$ cat src/cdc_cfg_consts.vh
// constants for the upper configuration byte registers of the converter
// assumes byte-wide registers reached at 6-bit addresses from the serial port
`ifndef CDC_CFG_CONSTS_VH
`define CDC_CFG_CONSTS_VH

// register addresses
`define ADDR_SPARE_A 6'h25
`define ADDR_SETTLE 6'h26
`define ADDR_PULSE_SRC 6'h27
`define ADDR_CAP_RATIO 6'h28
`define ADDR_RES_RATIO 6'h29
`define ADDR_OPTIONS 6'h2A
`define ADDR_RUN 6'h2F
`define ADDR_LOCK 6'h30
`define ADDR_TAG_LO 6'h31
`define ADDR_TAG_HI 6'h32
`define ADDR_MEM_CMD 6'h36
`define ADDR_TRIM_LO 6'h3E
`define ADDR_TRIM_HI 6'h3F

// field positions
`define RUN_BIT 0
`define OPT_ALARM_B 6
`define OPT_POLARITY 5
`define OPT_ALARM_A 4
`define OPT_HOLD 3
`define OPT_FAST 2
`define OPT_RES_MEDIAN 1
`define OPT_CAP_MEDIAN 0
`define OPT_MASK 8'h7F
`define LOCK_MASK 8'h0F
`define LOCK_HI 3
`define PULSE1_HI 7
`define PULSE1_LO 4
`define PULSE0_HI 3
`define PULSE0_LO 0
`define PULSE_MAX 4'h7

// memory command codes
`define CMD_STORE 8'h2D
`define CMD_RECALL 8'h59
`define CMD_ERASE 8'hB8

// reset values
`define BYTE_ZERO 8'h00
`define TRIM_RESET 16'h0000

// nonvolatile region bounds, in words
`define REG0_LAST 10'h2BF
`define REG1_FIRST 10'h2C0
`define REG1_LAST 10'h33F
`define REG2_FIRST 10'h340
`define REG2_LAST 10'h3BF
`define REG3_FIRST 10'h3C0
`define REG3_LAST 10'h3EF
`define REG3B_FIRST 10'h3FE

`endif

$ cat src/cdc_upper_config_registers.v
// upper configuration byte registers, written and read by the host serial port
// assumes the serial decoder gives one-cycle write/read strobes and an activity pulse
// Operation
// - run bit 0 cleared keeps front end and DSP idle; set lets them run.
// - each set lock bit blocks host reads and writes of its region; bit0 words 0-703.
// - lock bit1 704-831, bit2 832-959, bit3 960-1007 and 1022-1023.
// - customer tag byte writable only while zero; afterwards only erase clears it.
// - customer tag low byte at 0x31, high byte at 0x32.
// - command byte clears itself after next serial activity following its write.
// - with option bit 3 set, result words 0-7 update only after being read.
// - pulse source bits 7:4 for interface 1, 3:0 for interface 0, values 0-7.
// - option bits 4 and 6 stored as alarm source selectors for pins a and b.
// - option bits 1 and 0 stored as resistance and capacitance median enables.
// - resistance ratio selector byte stored for temperature determination.
`timescale 1ns/1ps
`include "cdc_cfg_consts.vh"

module cdc_upper_config_registers #(
  parameter RESULT_WORDS = 8,
  parameter [15:0] TRIM_INIT = `TRIM_RESET
) (
  // clock and reset
  input wire clk,
  input wire rst,
  // register access from the serial decoder
  input wire wr_en,
  input wire rd_en,
  input wire [5:0] addr,
  input wire [7:0] wdata,
  input wire host_serial_activity,
  output reg [7:0] rdata_reg,
  output reg rvalid_reg,
  // nonvolatile access from the serial decoder
  input wire nv_req,
  input wire [9:0] nv_addr,
  output wire nv_blocked,
  output wire nv_granted,
  // result word handshake
  input wire [RESULT_WORDS-1:0] result_update,
  input wire [RESULT_WORDS-1:0] result_read,
  output wire [RESULT_WORDS-1:0] result_update_ok,
  // memory command decode
  output reg nv_store_enable_reg,
  output reg nv_recall_enable_reg,
  output reg nv_erase_reg,
  // front end and firmware controls
  output reg run_switch_reg,
  output reg hold_results_until_read_reg,
  output reg [3:0] pulse0_source_reg,
  output reg [3:0] pulse1_source_reg,
  output reg pulse0_source_valid_reg,
  output reg pulse1_source_valid_reg,
  output reg alarm_a_source_reg,
  output reg alarm_b_source_reg,
  output reg alarm_polarity_reg,
  output reg fast_mode_select_reg,
  output reg res_median_en_reg,
  output reg cap_median_en_reg,
  output reg [7:0] reference_settle_time_reg,
  output reg [7:0] cap_ratio_select_reg,
  output reg [7:0] res_ratio_select_reg,
  output reg [3:0] memory_region_lock_reg,
  output reg [15:0] customer_tag_reg,
  output reg [15:0] pump_trim_reg
);

  reg [7:0] pulse_src_reg;
  reg [7:0] options_reg;
  reg [7:0] memory_command_reg;
  reg cmd_armed_reg;
  reg [7:0] rdata_next;
  wire erase_cmd;

  // erase fires on the cycle the command byte is written
  assign erase_cmd = wr_en && (addr == `ADDR_MEM_CMD) && (wdata == `CMD_ERASE);

  // a tag byte is one-time programmable: only a zero byte takes a write
  function [7:0] otp_byte;
    input [7:0] cur;
    input [7:0] val;
    input sel;
    begin
      if (sel && (cur == `BYTE_ZERO)) begin
        otp_byte = val;
      end else begin
        otp_byte = cur;
      end
    end
  endfunction

  // plain configuration bytes; run switch keeps only bit 0
  always @(posedge clk or posedge rst) begin
    if (rst) begin
      reference_settle_time_reg <= `BYTE_ZERO;
      pulse_src_reg <= `BYTE_ZERO;
      cap_ratio_select_reg <= `BYTE_ZERO;
      res_ratio_select_reg <= `BYTE_ZERO;
      options_reg <= `BYTE_ZERO;
      run_switch_reg <= 1'b0;
      memory_region_lock_reg <= 4'h0;
      pump_trim_reg <= TRIM_INIT;
    end else if (wr_en) begin
      if (addr == `ADDR_SETTLE) begin
        reference_settle_time_reg <= wdata;
      end else if (addr == `ADDR_PULSE_SRC) begin
        pulse_src_reg <= wdata;
      end else if (addr == `ADDR_CAP_RATIO) begin
        cap_ratio_select_reg <= wdata;
      end else if (addr == `ADDR_RES_RATIO) begin
        res_ratio_select_reg <= wdata;
      end else if (addr == `ADDR_OPTIONS) begin
        options_reg <= wdata & `OPT_MASK;
      end else if (addr == `ADDR_RUN) begin
        run_switch_reg <= wdata[`RUN_BIT];
      end else if (addr == `ADDR_LOCK) begin
        memory_region_lock_reg <= wdata[`LOCK_HI:0];
      end else if (addr == `ADDR_TRIM_LO) begin
        pump_trim_reg[7:0] <= wdata;
      end else if (addr == `ADDR_TRIM_HI) begin
        pump_trim_reg[15:8] <= wdata;
      end
    end
  end

  // customer tag: write-once bytes, wiped by a complete erase
  always @(posedge clk or posedge rst) begin
    if (rst) begin
      customer_tag_reg <= 16'h0000;
    end else if (erase_cmd) begin
      customer_tag_reg <= 16'h0000;
    end else begin
      customer_tag_reg[7:0] <= otp_byte(customer_tag_reg[7:0], wdata,
        wr_en && (addr == `ADDR_TAG_LO));
      customer_tag_reg[15:8] <= otp_byte(customer_tag_reg[15:8], wdata,
        wr_en && (addr == `ADDR_TAG_HI));
    end
  end

  // command byte arms on its write and clears at the next activity pulse;
  // activity in the write cycle itself belongs to that write, not the next one
  always @(posedge clk or posedge rst) begin
    if (rst) begin
      memory_command_reg <= `BYTE_ZERO;
      cmd_armed_reg <= 1'b0;
    end else if (wr_en && (addr == `ADDR_MEM_CMD)) begin
      memory_command_reg <= wdata;
      cmd_armed_reg <= 1'b1;
    end else if (cmd_armed_reg && host_serial_activity) begin
      memory_command_reg <= `BYTE_ZERO;
      cmd_armed_reg <= 1'b0;
    end
  end

  // command decode, registered; unknown codes enable nothing
  always @(posedge clk or posedge rst) begin
    if (rst) begin
      nv_store_enable_reg <= 1'b0;
      nv_recall_enable_reg <= 1'b0;
      nv_erase_reg <= 1'b0;
    end else begin
      nv_store_enable_reg <= memory_command_reg == `CMD_STORE;
      nv_recall_enable_reg <= memory_command_reg == `CMD_RECALL;
      nv_erase_reg <= memory_command_reg == `CMD_ERASE;
    end
  end

  // decoded fields, re-registered so every output leaves a flop
  always @(posedge clk or posedge rst) begin
    if (rst) begin
      pulse0_source_reg <= 4'h0;
      pulse1_source_reg <= 4'h0;
      pulse0_source_valid_reg <= 1'b0;
      pulse1_source_valid_reg <= 1'b0;
      alarm_a_source_reg <= 1'b0;
      alarm_b_source_reg <= 1'b0;
      alarm_polarity_reg <= 1'b0;
      hold_results_until_read_reg <= 1'b0;
      fast_mode_select_reg <= 1'b0;
      res_median_en_reg <= 1'b0;
      cap_median_en_reg <= 1'b0;
    end else begin
      pulse0_source_reg <= pulse_src_reg[`PULSE0_HI:`PULSE0_LO];
      pulse1_source_reg <= pulse_src_reg[`PULSE1_HI:`PULSE1_LO];
      // codes above 7 name no result word
      pulse0_source_valid_reg <= pulse_src_reg[`PULSE0_HI:`PULSE0_LO] <= `PULSE_MAX;
      pulse1_source_valid_reg <= pulse_src_reg[`PULSE1_HI:`PULSE1_LO] <= `PULSE_MAX;
      alarm_a_source_reg <= options_reg[`OPT_ALARM_A];
      alarm_b_source_reg <= options_reg[`OPT_ALARM_B];
      alarm_polarity_reg <= options_reg[`OPT_POLARITY];
      hold_results_until_read_reg <= options_reg[`OPT_HOLD];
      fast_mode_select_reg <= options_reg[`OPT_FAST];
      res_median_en_reg <= options_reg[`OPT_RES_MEDIAN];
      cap_median_en_reg <= options_reg[`OPT_CAP_MEDIAN];
    end
  end

  // read mux; spare, internal and unmapped bytes read zero
  always @* begin
    rdata_next = `BYTE_ZERO;
    if (addr == `ADDR_SETTLE) begin
      rdata_next = reference_settle_time_reg;
    end else if (addr == `ADDR_PULSE_SRC) begin
      rdata_next = pulse_src_reg;
    end else if (addr == `ADDR_CAP_RATIO) begin
      rdata_next = cap_ratio_select_reg;
    end else if (addr == `ADDR_RES_RATIO) begin
      rdata_next = res_ratio_select_reg;
    end else if (addr == `ADDR_OPTIONS) begin
      rdata_next = options_reg;
    end else if (addr == `ADDR_RUN) begin
      rdata_next = {7'h00, run_switch_reg};
    end else if (addr == `ADDR_LOCK) begin
      rdata_next = {4'h0, memory_region_lock_reg};
    end else if (addr == `ADDR_TAG_LO) begin
      rdata_next = customer_tag_reg[7:0];
    end else if (addr == `ADDR_TAG_HI) begin
      rdata_next = customer_tag_reg[15:8];
    end else if (addr == `ADDR_MEM_CMD) begin
      rdata_next = memory_command_reg;
    end else if (addr == `ADDR_TRIM_LO) begin
      rdata_next = pump_trim_reg[7:0];
    end else if (addr == `ADDR_TRIM_HI) begin
      rdata_next = pump_trim_reg[15:8];
    end
  end

  // read data lands one cycle after the strobe and holds until the next read
  always @(posedge clk or posedge rst) begin
    if (rst) begin
      rdata_reg <= `BYTE_ZERO;
      rvalid_reg <= 1'b0;
    end else begin
      rvalid_reg <= rd_en;
      if (rd_en) begin
        rdata_reg <= rdata_next;
      end
    end
  end

  // nonvolatile region protection
  nv_lock_guard u_lock (
    .clk(clk),
    .rst(rst),
    .nv_req(nv_req),
    .nv_addr(nv_addr),
    .lock(memory_region_lock_reg),
    .nv_blocked_reg(nv_blocked),
    .nv_granted_reg(nv_granted)
  );

  // hold results until read
  result_hold_gate #(
    .WORDS(RESULT_WORDS)
  ) u_hold (
    .clk(clk),
    .rst(rst),
    .hold_en(options_reg[`OPT_HOLD]),
    .word_update(result_update),
    .word_read(result_read),
    .update_ok_reg(result_update_ok)
  );

endmodule // cdc_upper_config_registers

$ cat src/nv_lock_guard.v
// region lock check for nonvolatile memory accesses from the host port
// assumes the word address is stable while its request is high
`timescale 1ns/1ps
`include "cdc_cfg_consts.vh"

module nv_lock_guard (
  // clock and reset
  input wire clk,
  input wire rst,
  // access request
  input wire nv_req,
  input wire [9:0] nv_addr,
  input wire [3:0] lock,
  // verdict
  output reg nv_blocked_reg,
  output reg nv_granted_reg
);

  reg [3:0] hit;

  // which region the address lies in
  always @* begin
    hit = 4'h0;
    hit[0] = nv_addr <= `REG0_LAST;
    hit[1] = (nv_addr >= `REG1_FIRST) && (nv_addr <= `REG1_LAST);
    hit[2] = (nv_addr >= `REG2_FIRST) && (nv_addr <= `REG2_LAST);
    hit[3] = ((nv_addr >= `REG3_FIRST) && (nv_addr <= `REG3_LAST)) ||
             (nv_addr >= `REG3B_FIRST);
  end

  // verdict one cycle after the request; words 1008..1021 are never locked
  always @(posedge clk or posedge rst) begin
    if (rst) begin
      nv_blocked_reg <= 1'b0;
      nv_granted_reg <= 1'b0;
    end else begin
      nv_blocked_reg <= nv_req && ((hit & lock) != 4'h0);
      nv_granted_reg <= nv_req && ((hit & lock) == 4'h0);
    end
  end

endmodule // nv_lock_guard

$ cat src/result_hold_gate.v
// per result word gate that holds a new value until the old one is read
// assumes update and read strobes are one-cycle pulses
`timescale 1ns/1ps

module result_hold_gate #(
  parameter WORDS = 8
) (
  // clock and reset
  input wire clk,
  input wire rst,
  // control
  input wire hold_en,
  // strobes per word
  input wire [WORDS-1:0] word_update,
  input wire [WORDS-1:0] word_read,
  // permission per word
  output reg [WORDS-1:0] update_ok_reg
);

  reg [WORDS-1:0] unread_reg;
  wire [WORDS-1:0] applied;
  wire [WORDS-1:0] unread_next;

  // an update only lands when permitted; a landing beats a same-cycle read
  assign applied = word_update & update_ok_reg;
  assign unread_next = (unread_reg & ~word_read) | applied;

  // with hold off every update is allowed
  always @(posedge clk or posedge rst) begin
    if (rst) begin
      unread_reg <= {WORDS{1'b0}};
      update_ok_reg <= {WORDS{1'b1}};
    end else begin
      unread_reg <= unread_next;
      update_ok_reg <= hold_en ? ~unread_next : {WORDS{1'b1}};
    end
  end

endmodule // result_hold_gate
$ cat config.mk
export PLATFORM = sky130hd
export DESIGN_NAME = cdc_upper_config_registers
export DESIGN_NICKNAME = d
export VERILOG_FILES = /design/src/cdc_upper_config_registers.v /design/src/nv_lock_guard.v /design/src/result_hold_gate.v
export VERILOG_INCLUDE_DIRS = /design/src
export SDC_FILE = /design/constraint.sdc
export NUM_CORES = 1
export LEC_CHECK = 0
export BUFFER_PORTS_ARGS = -buffer_cell sky130_fd_sc_hd__buf_2
export CAP_MARGIN = 15
export CELL_PAD_IN_SITES_DETAIL_PLACEMENT = 1
export CELL_PAD_IN_SITES_GLOBAL_PLACEMENT = 2
export CORE_ASPECT_RATIO = 2
export CORE_MARGIN = 2
export CORE_UTILIZATION = 36
export CTS_CLUSTER_SIZE = 28
export DETAILED_ROUTE_END_ITERATION = 6
export HOLD_SLACK_MARGIN = 0.15
export PLACE_DENSITY_LB_ADDON = 0.1
export SYNTH_ARGS = -nofsm -noshare
export SYNTH_HDL_FRONTEND = slang
export SYNTH_SLANG_ARGS = --single-unit
$ cat constraint.sdc
create_clock -name clk -period 12.6 [get_ports clk]
set_clock_uncertainty 0.1 [all_clocks]
set_input_delay 1.89 -clock clk [delete_from_list [all_inputs] [get_ports clk]]
set_output_delay 1.89 -clock clk [all_outputs]
set_load 0.02 [all_outputs]
==> results of run 1 <==
-- logic make-up after synthesis --
| group | share of synthesized area |
|---|---|
| simple gates | 0.1756 |
| compound gates | 0.1647 |
| flops | 0.5644 |
| buf+inv | 0.03985 |
| mux | 0.05243 |
| xor+xnor | 0.002984 |
-- per-layer routing --
layer	vias up	GRT usage	routed length, microns
li1	2289	-	-
met1	2547	0.2875	7902
met2	146	0.4194	10660
met3	45	0.04415	732
met4	0	0.1003	677
met5	-	0	0
-- how the worst max path moves through the flow --
stage / startpoint / cells after the start / endpoint
after floorplan: rst / 1 / alarm_a_source_reg$_DFF_PP0_
final: addr[0] / 6 / rdata_reg[2]$_DFFE_PP0P_
after global routing: addr[0] / 5 / pump_trim_reg[15]$_DFFE_PP0P_
after CTS: addr[0] / 6 / pump_trim_reg[15]$_DFFE_PP0P_
after detailed placement: addr[0] / 6 / rdata_reg[2]$_DFFE_PP0P_
after global placement: addr[0] / 6 / rdata_reg[7]$_DFFE_PP0P_
-- critical path, cell delays in order --
cell and delay [ps]:
buf_2 360, nor2b_1 760, nand2_1 300, o211a_1 220, a221oi_1 470, a21oi_1 140
-- metrics by stage --
stage | instances | setup WS, ps
6_report | 916 | 8634
5_1_grt | 916 | 8370
4_1_cts | 916 | 8651
3_5_place_dp | 884 | 8225
3_3_place_gp | 884 | 8214
2_1_floorplan | 567 | 7097
-- where the power goes --
part / switching, W / total, W / internal [W]
Sequential: 0.0000449 / 0.000520 / 0.000475
Combinational: 0.000122 / 0.000187 / 0.0000646
Clock: 0.000191 / 0.000512 / 0.000321
Total: 0.000358 / 0.00122 / 0.000861
-- cell type report --
cell class / count / area share
Sequential cell: 132 / 0.4521
Multi-Input combinational cell: 379 / 0.3171
Timing Repair Buffer: 146 / 0.1004
Clock buffer: 20 / 0.06232
Tap cell: 204 / 0.03483
Clock inverter: 12 / 0.02117
Inverter: 23 / 0.01212
-- Yosys cell counts (4+ instances only) --
| cell | count | area, sq um |
|---|---|---|
| a221oi_1 | 4 | 35.03 |
| a22o_1 | 15 | 131.4 |
| nor3_1 | 5 | 25.02 |
| nand3_1 | 24 | 120.1 |
| buf_2 | 13 | 65.06 |
| dfrtp_1 | 124 | 3103 |
| nor4_1 | 5 | 31.28 |
| mux2_2 | 22 | 247.7 |
| inv_1 | 23 | 86.33 |
| nand2b_1 | 11 | 68.82 |
| nand4_1 | 6 | 37.54 |
| mux2i_1 | 6 | 60.06 |
| a22oi_1 | 8 | 60.06 |
| dfstp_2 | 8 | 210.2 |
| nor2b_1 | 6 | 37.54 |
| a21oi_1 | 18 | 90.09 |
| o21ai_0 | 75 | 375.4 |
| clkbuf_1 | 17 | 63.81 |
| o31ai_1 | 5 | 37.54 |
| nand2_1 | 76 | 285.3 |
| and3_1 | 9 | 56.30 |
| nor2_1 | 23 | 86.33 |
==> impl_metrics.toml, run 1 <==
[outcome]
status = "finished clean"

[layout]
nNetsFinal = 745
drive_gt1_frac = 0.3090
n_antenna_cell = 0
fillCellCount = 1849
multi_input_area_sq_mm = 0.002323
final_util = 0.4551
syn2layout_area_growth_pct = 24.83
seq_area_sq_mm = 0.003313
mostFrequentLayoutCell = "buf_2"
fin_area_sq_mm = 0.007328
mostFrequentLayoutCells = "buf_2 (144), dfrtp_1 (124), nand2_1 (76), o21ai_0 (75), nand3_1 (24)"

[sta]
rsz0062_at_grt = "no"
fin_tns_setup_ps = 0
post-route-period-util = 0.3147
hold_viol_final = 0
worst_hold_slack_ps = 302.5
tightestPinTransition_ps = 892.5
slew_viol_final = 0
max_freq_ghz = 0.2522
fin_crit_ps = 3966
setup_viol = 0
max_slew_margin = 0.4050

[pwr]
finalPower_w = 0.001219
powerDensity_mw_per_mm2 = 166.4
p_leak_nw = 3.593
vdd_drop_max_mv = 0.1013

[min_path]
hold-path-endpoint = "pulse1_source_reg[3]$_DFF_PP0_"
hold_path_class = "register to register"
min_from = "pulse_src_reg[7]$_DFFE_PP0P_"
whs_path_depth = 0

[clock_network]
cts_setup_buffers = 0
cts_tree = "done"
clock-sinks = 132
cts_root_buf = "clkbuf_16"
ctsHoldBuffers = 0
ctsHtreeMaxLevel = 4
cts_resized = 0
cts_buffers = 17
clk_path_buf_depth = 2
clkTransAtPathRegs_ps = 60
insertion_delay_ps = 430

[drt]
wl_mm = 19.97
drcViolationCount = 0
drt_iter0_markers = 191
ant_nets = 0
wl_per_cell_microns = 21.80
drtPass1Iterations = 7
vias = 5027
viasPerCell = 5.488

[logic_synthesis]
ys_seq_area_frac = 0.5644
netlist_area_sq_mm = 0.005871
ys_types = 59
syn_area_per_cell_sq_um = 10.35
ys_warn_count = 0
ys_ff_latch = 132
ys.flop_type = "dfrtp_1"
synthArstFlopShare = 1.000
netlist_instances = 567
synth.net_count = 613
synth-edff-count = 0

[worst_setup_path]
worstPathRequired_ps = 12790
arrival_ps = 4160
startpoint_type = "input port"
worst-r2r-cell-count = 5
criticalPathCategory = "input port to register"
regToRegSetupSlack_ps = 10700
cp_max_fo = 38
crit_path_end_kind = "register"
r2r-end = "rdata_reg[3]$_DFFE_PP0P_"
r2r_start = "memory_region_lock_reg[3]$_DFFE_PP0P_"

[placement]
dp_hpwl_mm = 14.30
gp_congestion = 0.8708
port_buffers = 144
placed_area_sq_mm = 0.006716

[floorplan]
io-pin-count = 146
rows = 66
dieArea_sq_mm = 0.01741
die_x_microns = 94.30
coreArea_sq_mm = 0.01610
start_util = 0.3646
die_y_microns = 184.6

[global_route]
grtUsageTotal = 0.2408
grt_pass1_wl_mm = 30.48
grt_max_degree = 69
antenna_found_initial = 0
grt_pass1_vias = 5148
grt-ovfl-total = 0

[job]
maxCapViolations = 0
Note: power is estimated with default switching activity, not from simulation.
==> run 2, diff against run 1 <==
- CORE_UTILIZATION: 36 -> 33
- clock period: 12.6 -> 4.14 ns (I/O delays scaled with it)
==> run 2 against run 1 <==
  * Register-to-register slack got worse by 8400 ps
  * Critical path depth did not move
  * Core utilization fell by 3.7 points
  * Count of clock-buffer cells in the layout did not move
  * Combinational power rose to 3.0 times the previous value
  * Largest cell class unchanged
  * Highest routed layer unchanged
  * Routed wire length fell by 0.32%
  * Via count fell by 2.6%
  * Global-route usage fell by 2.3 points
  * Sequential cell count did not move
  * Cell count rose by 1.2%
==> impl_metrics.toml, run 2 (same netlist as run 1, synthesis figures left out) <==
[clock_network]
insertion_delay_ps = 420
cts_tree = "done"
ctsHoldBuffers = 0
clock-sinks = 132
clk_path_buf_depth = 2
cts_resized = 0
ctsHtreeMaxLevel = 4
clkTransAtPathRegs_ps = 60
cts_setup_buffers = 0
cts_buffers = 17
cts_root_buf = "clkbuf_16"

[drt]
drcViolationCount = 0
vias = 4898
wl_mm = 19.91
drt_iter0_markers = 197
wl_per_cell_microns = 21.48
viasPerCell = 5.284
ant_nets = 0
drtPass1Iterations = 4

[sta]
fin_crit_ps = 2435
fin_tns_setup_ps = 0
max_freq_ghz = 0.4106
setup_viol = 0
rsz0062_at_grt = "no"
slew_viol_final = 0
max_slew_margin = 0.4443
tightestPinTransition_ps = 831.9
hold_viol_final = 0
post-route-period-util = 0.5883

[placement]
gp_congestion = 0.8535
placed_area_sq_mm = 0.006756
port_buffers = 144
dp_hpwl_mm = 14.30

[worst_setup_path]
arrival_ps = 2630
startpoint_type = "input port"
cp_max_fo = 12
worst-r2r-cell-count = 5
crit_path_end_kind = "register"
worstPathRequired_ps = 4330
criticalPathCategory = "input port to register"

[pwr]
powerDensity_mw_per_mm2 = 502.6
p_leak_nw = 3.603
swShare = 0.2914
power_frac_seq = 0.428
p_clk_frac = 0.419
internal_power_w = 0.002624
vdd_drop_max_mv = 0.2376
finalPower_w = 0.003703
p_sw_w = 0.001079
combinationalPowerShare = 0.153

[layout]
mostFrequentLayoutCells = "buf_2 (144), dfrtp_1 (124), nand2_1 (76), o21ai_0 (75), nand3_1 (24)"
n_antenna_cell = 0
nNetsFinal = 747
syn2layout_area_growth_pct = 25.51
drive_gt1_frac = 0.3109
mostFrequentLayoutCell = "buf_2"
fin_area_sq_mm = 0.007368
fillCellCount = 2050

[floorplan]
io-pin-count = 146
rows = 69
start_util = 0.3333
dieArea_sq_mm = 0.01894
die_y_microns = 192.6
die_x_microns = 98.31
coreArea_sq_mm = 0.01761

[global_route]
grt_pass1_wl_mm = 30.64
grtUsageTotal = 0.2176
grt_max_degree = 133
grt-ovfl-total = 0
antenna_found_initial = 0
grt_pass1_vias = 5079

[job]
maxCapViolations = 0

[min_path]
hold_path_class = "input port to asynchronous set/reset pin"

[outcome]
status = "finished clean"
## run 2: critical path, cell delays in order
cell      delay (ps)
buf_2            210
nor2b_1          690
nand2_1          290
o211a_1          220
a221oi_1         460
a21oi_1          130
## run 2: cell type report
| class | count | area [sq um] | share of cell area |
|---|---|---|---|
| Clock buffer | 20 | 456.7 | 0.06198 |
| Clock inverter | 12 | 155.1 | 0.02106 |
| Inverter | 23 | 90.09 | 0.01223 |
| Multi-Input combinational cell | 379 | 2323 | 0.3153 |
| Sequential cell | 132 | 3313 | 0.4497 |
| Tap cell | 213 | 266.5 | 0.03617 |
| Timing Repair Buffer | 148 | 763.2 | 0.1036 |
## run 2: power by group through the flow
| stage | registers [W] | clock network, W | logic (W) |
|---|---|---|---|
| after floorplan | 0.00170 | 0 | 0.000211 |
| after global placement | 0.00161 | 0 | 0.000564 |
| after detailed placement | 0.00161 | 0 | 0.000575 |
| after CTS | 0.00159 | 0.00159 | 0.000578 |
| after global routing | 0.00161 | 0.00164 | 0.000624 |
| final | 0.00159 | 0.00155 | 0.000566 |
## run 2: path summary, 6_finish.rpt
| path | startpoint | endpoint | slack, ps |
|---|---|---|---|
| max | addr[0] | rdata_reg[2]$_DFFE_PP0P_ | 1700 |
| min in group clk | pulse_src_reg[7]$_DFFE_PP0P_ | pulse1_source_reg[3]$_DFF_PP0_ | 300 |
| min | rst | u_lock.nv_granted_reg$_DFF_PP0_ | 210 |
| max reg2reg | customer_tag_reg[1]$_DFFE_PP0P_ | customer_tag_reg[5]$_DFFE_PP0P_ | 2330 |
| min reg2reg | pulse_src_reg[7]$_DFFE_PP0P_ | pulse1_source_reg[3]$_DFF_PP0_ | 300 |
| max in group asynchronous | rst | rdata_reg[0]$_DFFE_PP0P_ | 3030 |
## run 2: metal layers
layer  GRT usage  up-vias  share of wire
met4     0.09062        0          0.028
li1            -     2289              -
met3     0.04093       28          0.038
met2      0.3854      118           0.53
met5           0        -              0
met1      0.2564     2463           0.40
## run 2: per-stage QoR
step           hold WS [ps]  std cells  utilization  worst slack [ps]
6_report              207.2        927       0.4184              1705
5_1_grt               317.9        927       0.4184              1498
4_1_cts               304.3        927       0.4184              1734
3_5_place_dp          296.2        895       0.3836              1290
3_3_place_gp          289.3        895       0.3836              1314
2_1_floorplan         251.9        567            -              1788
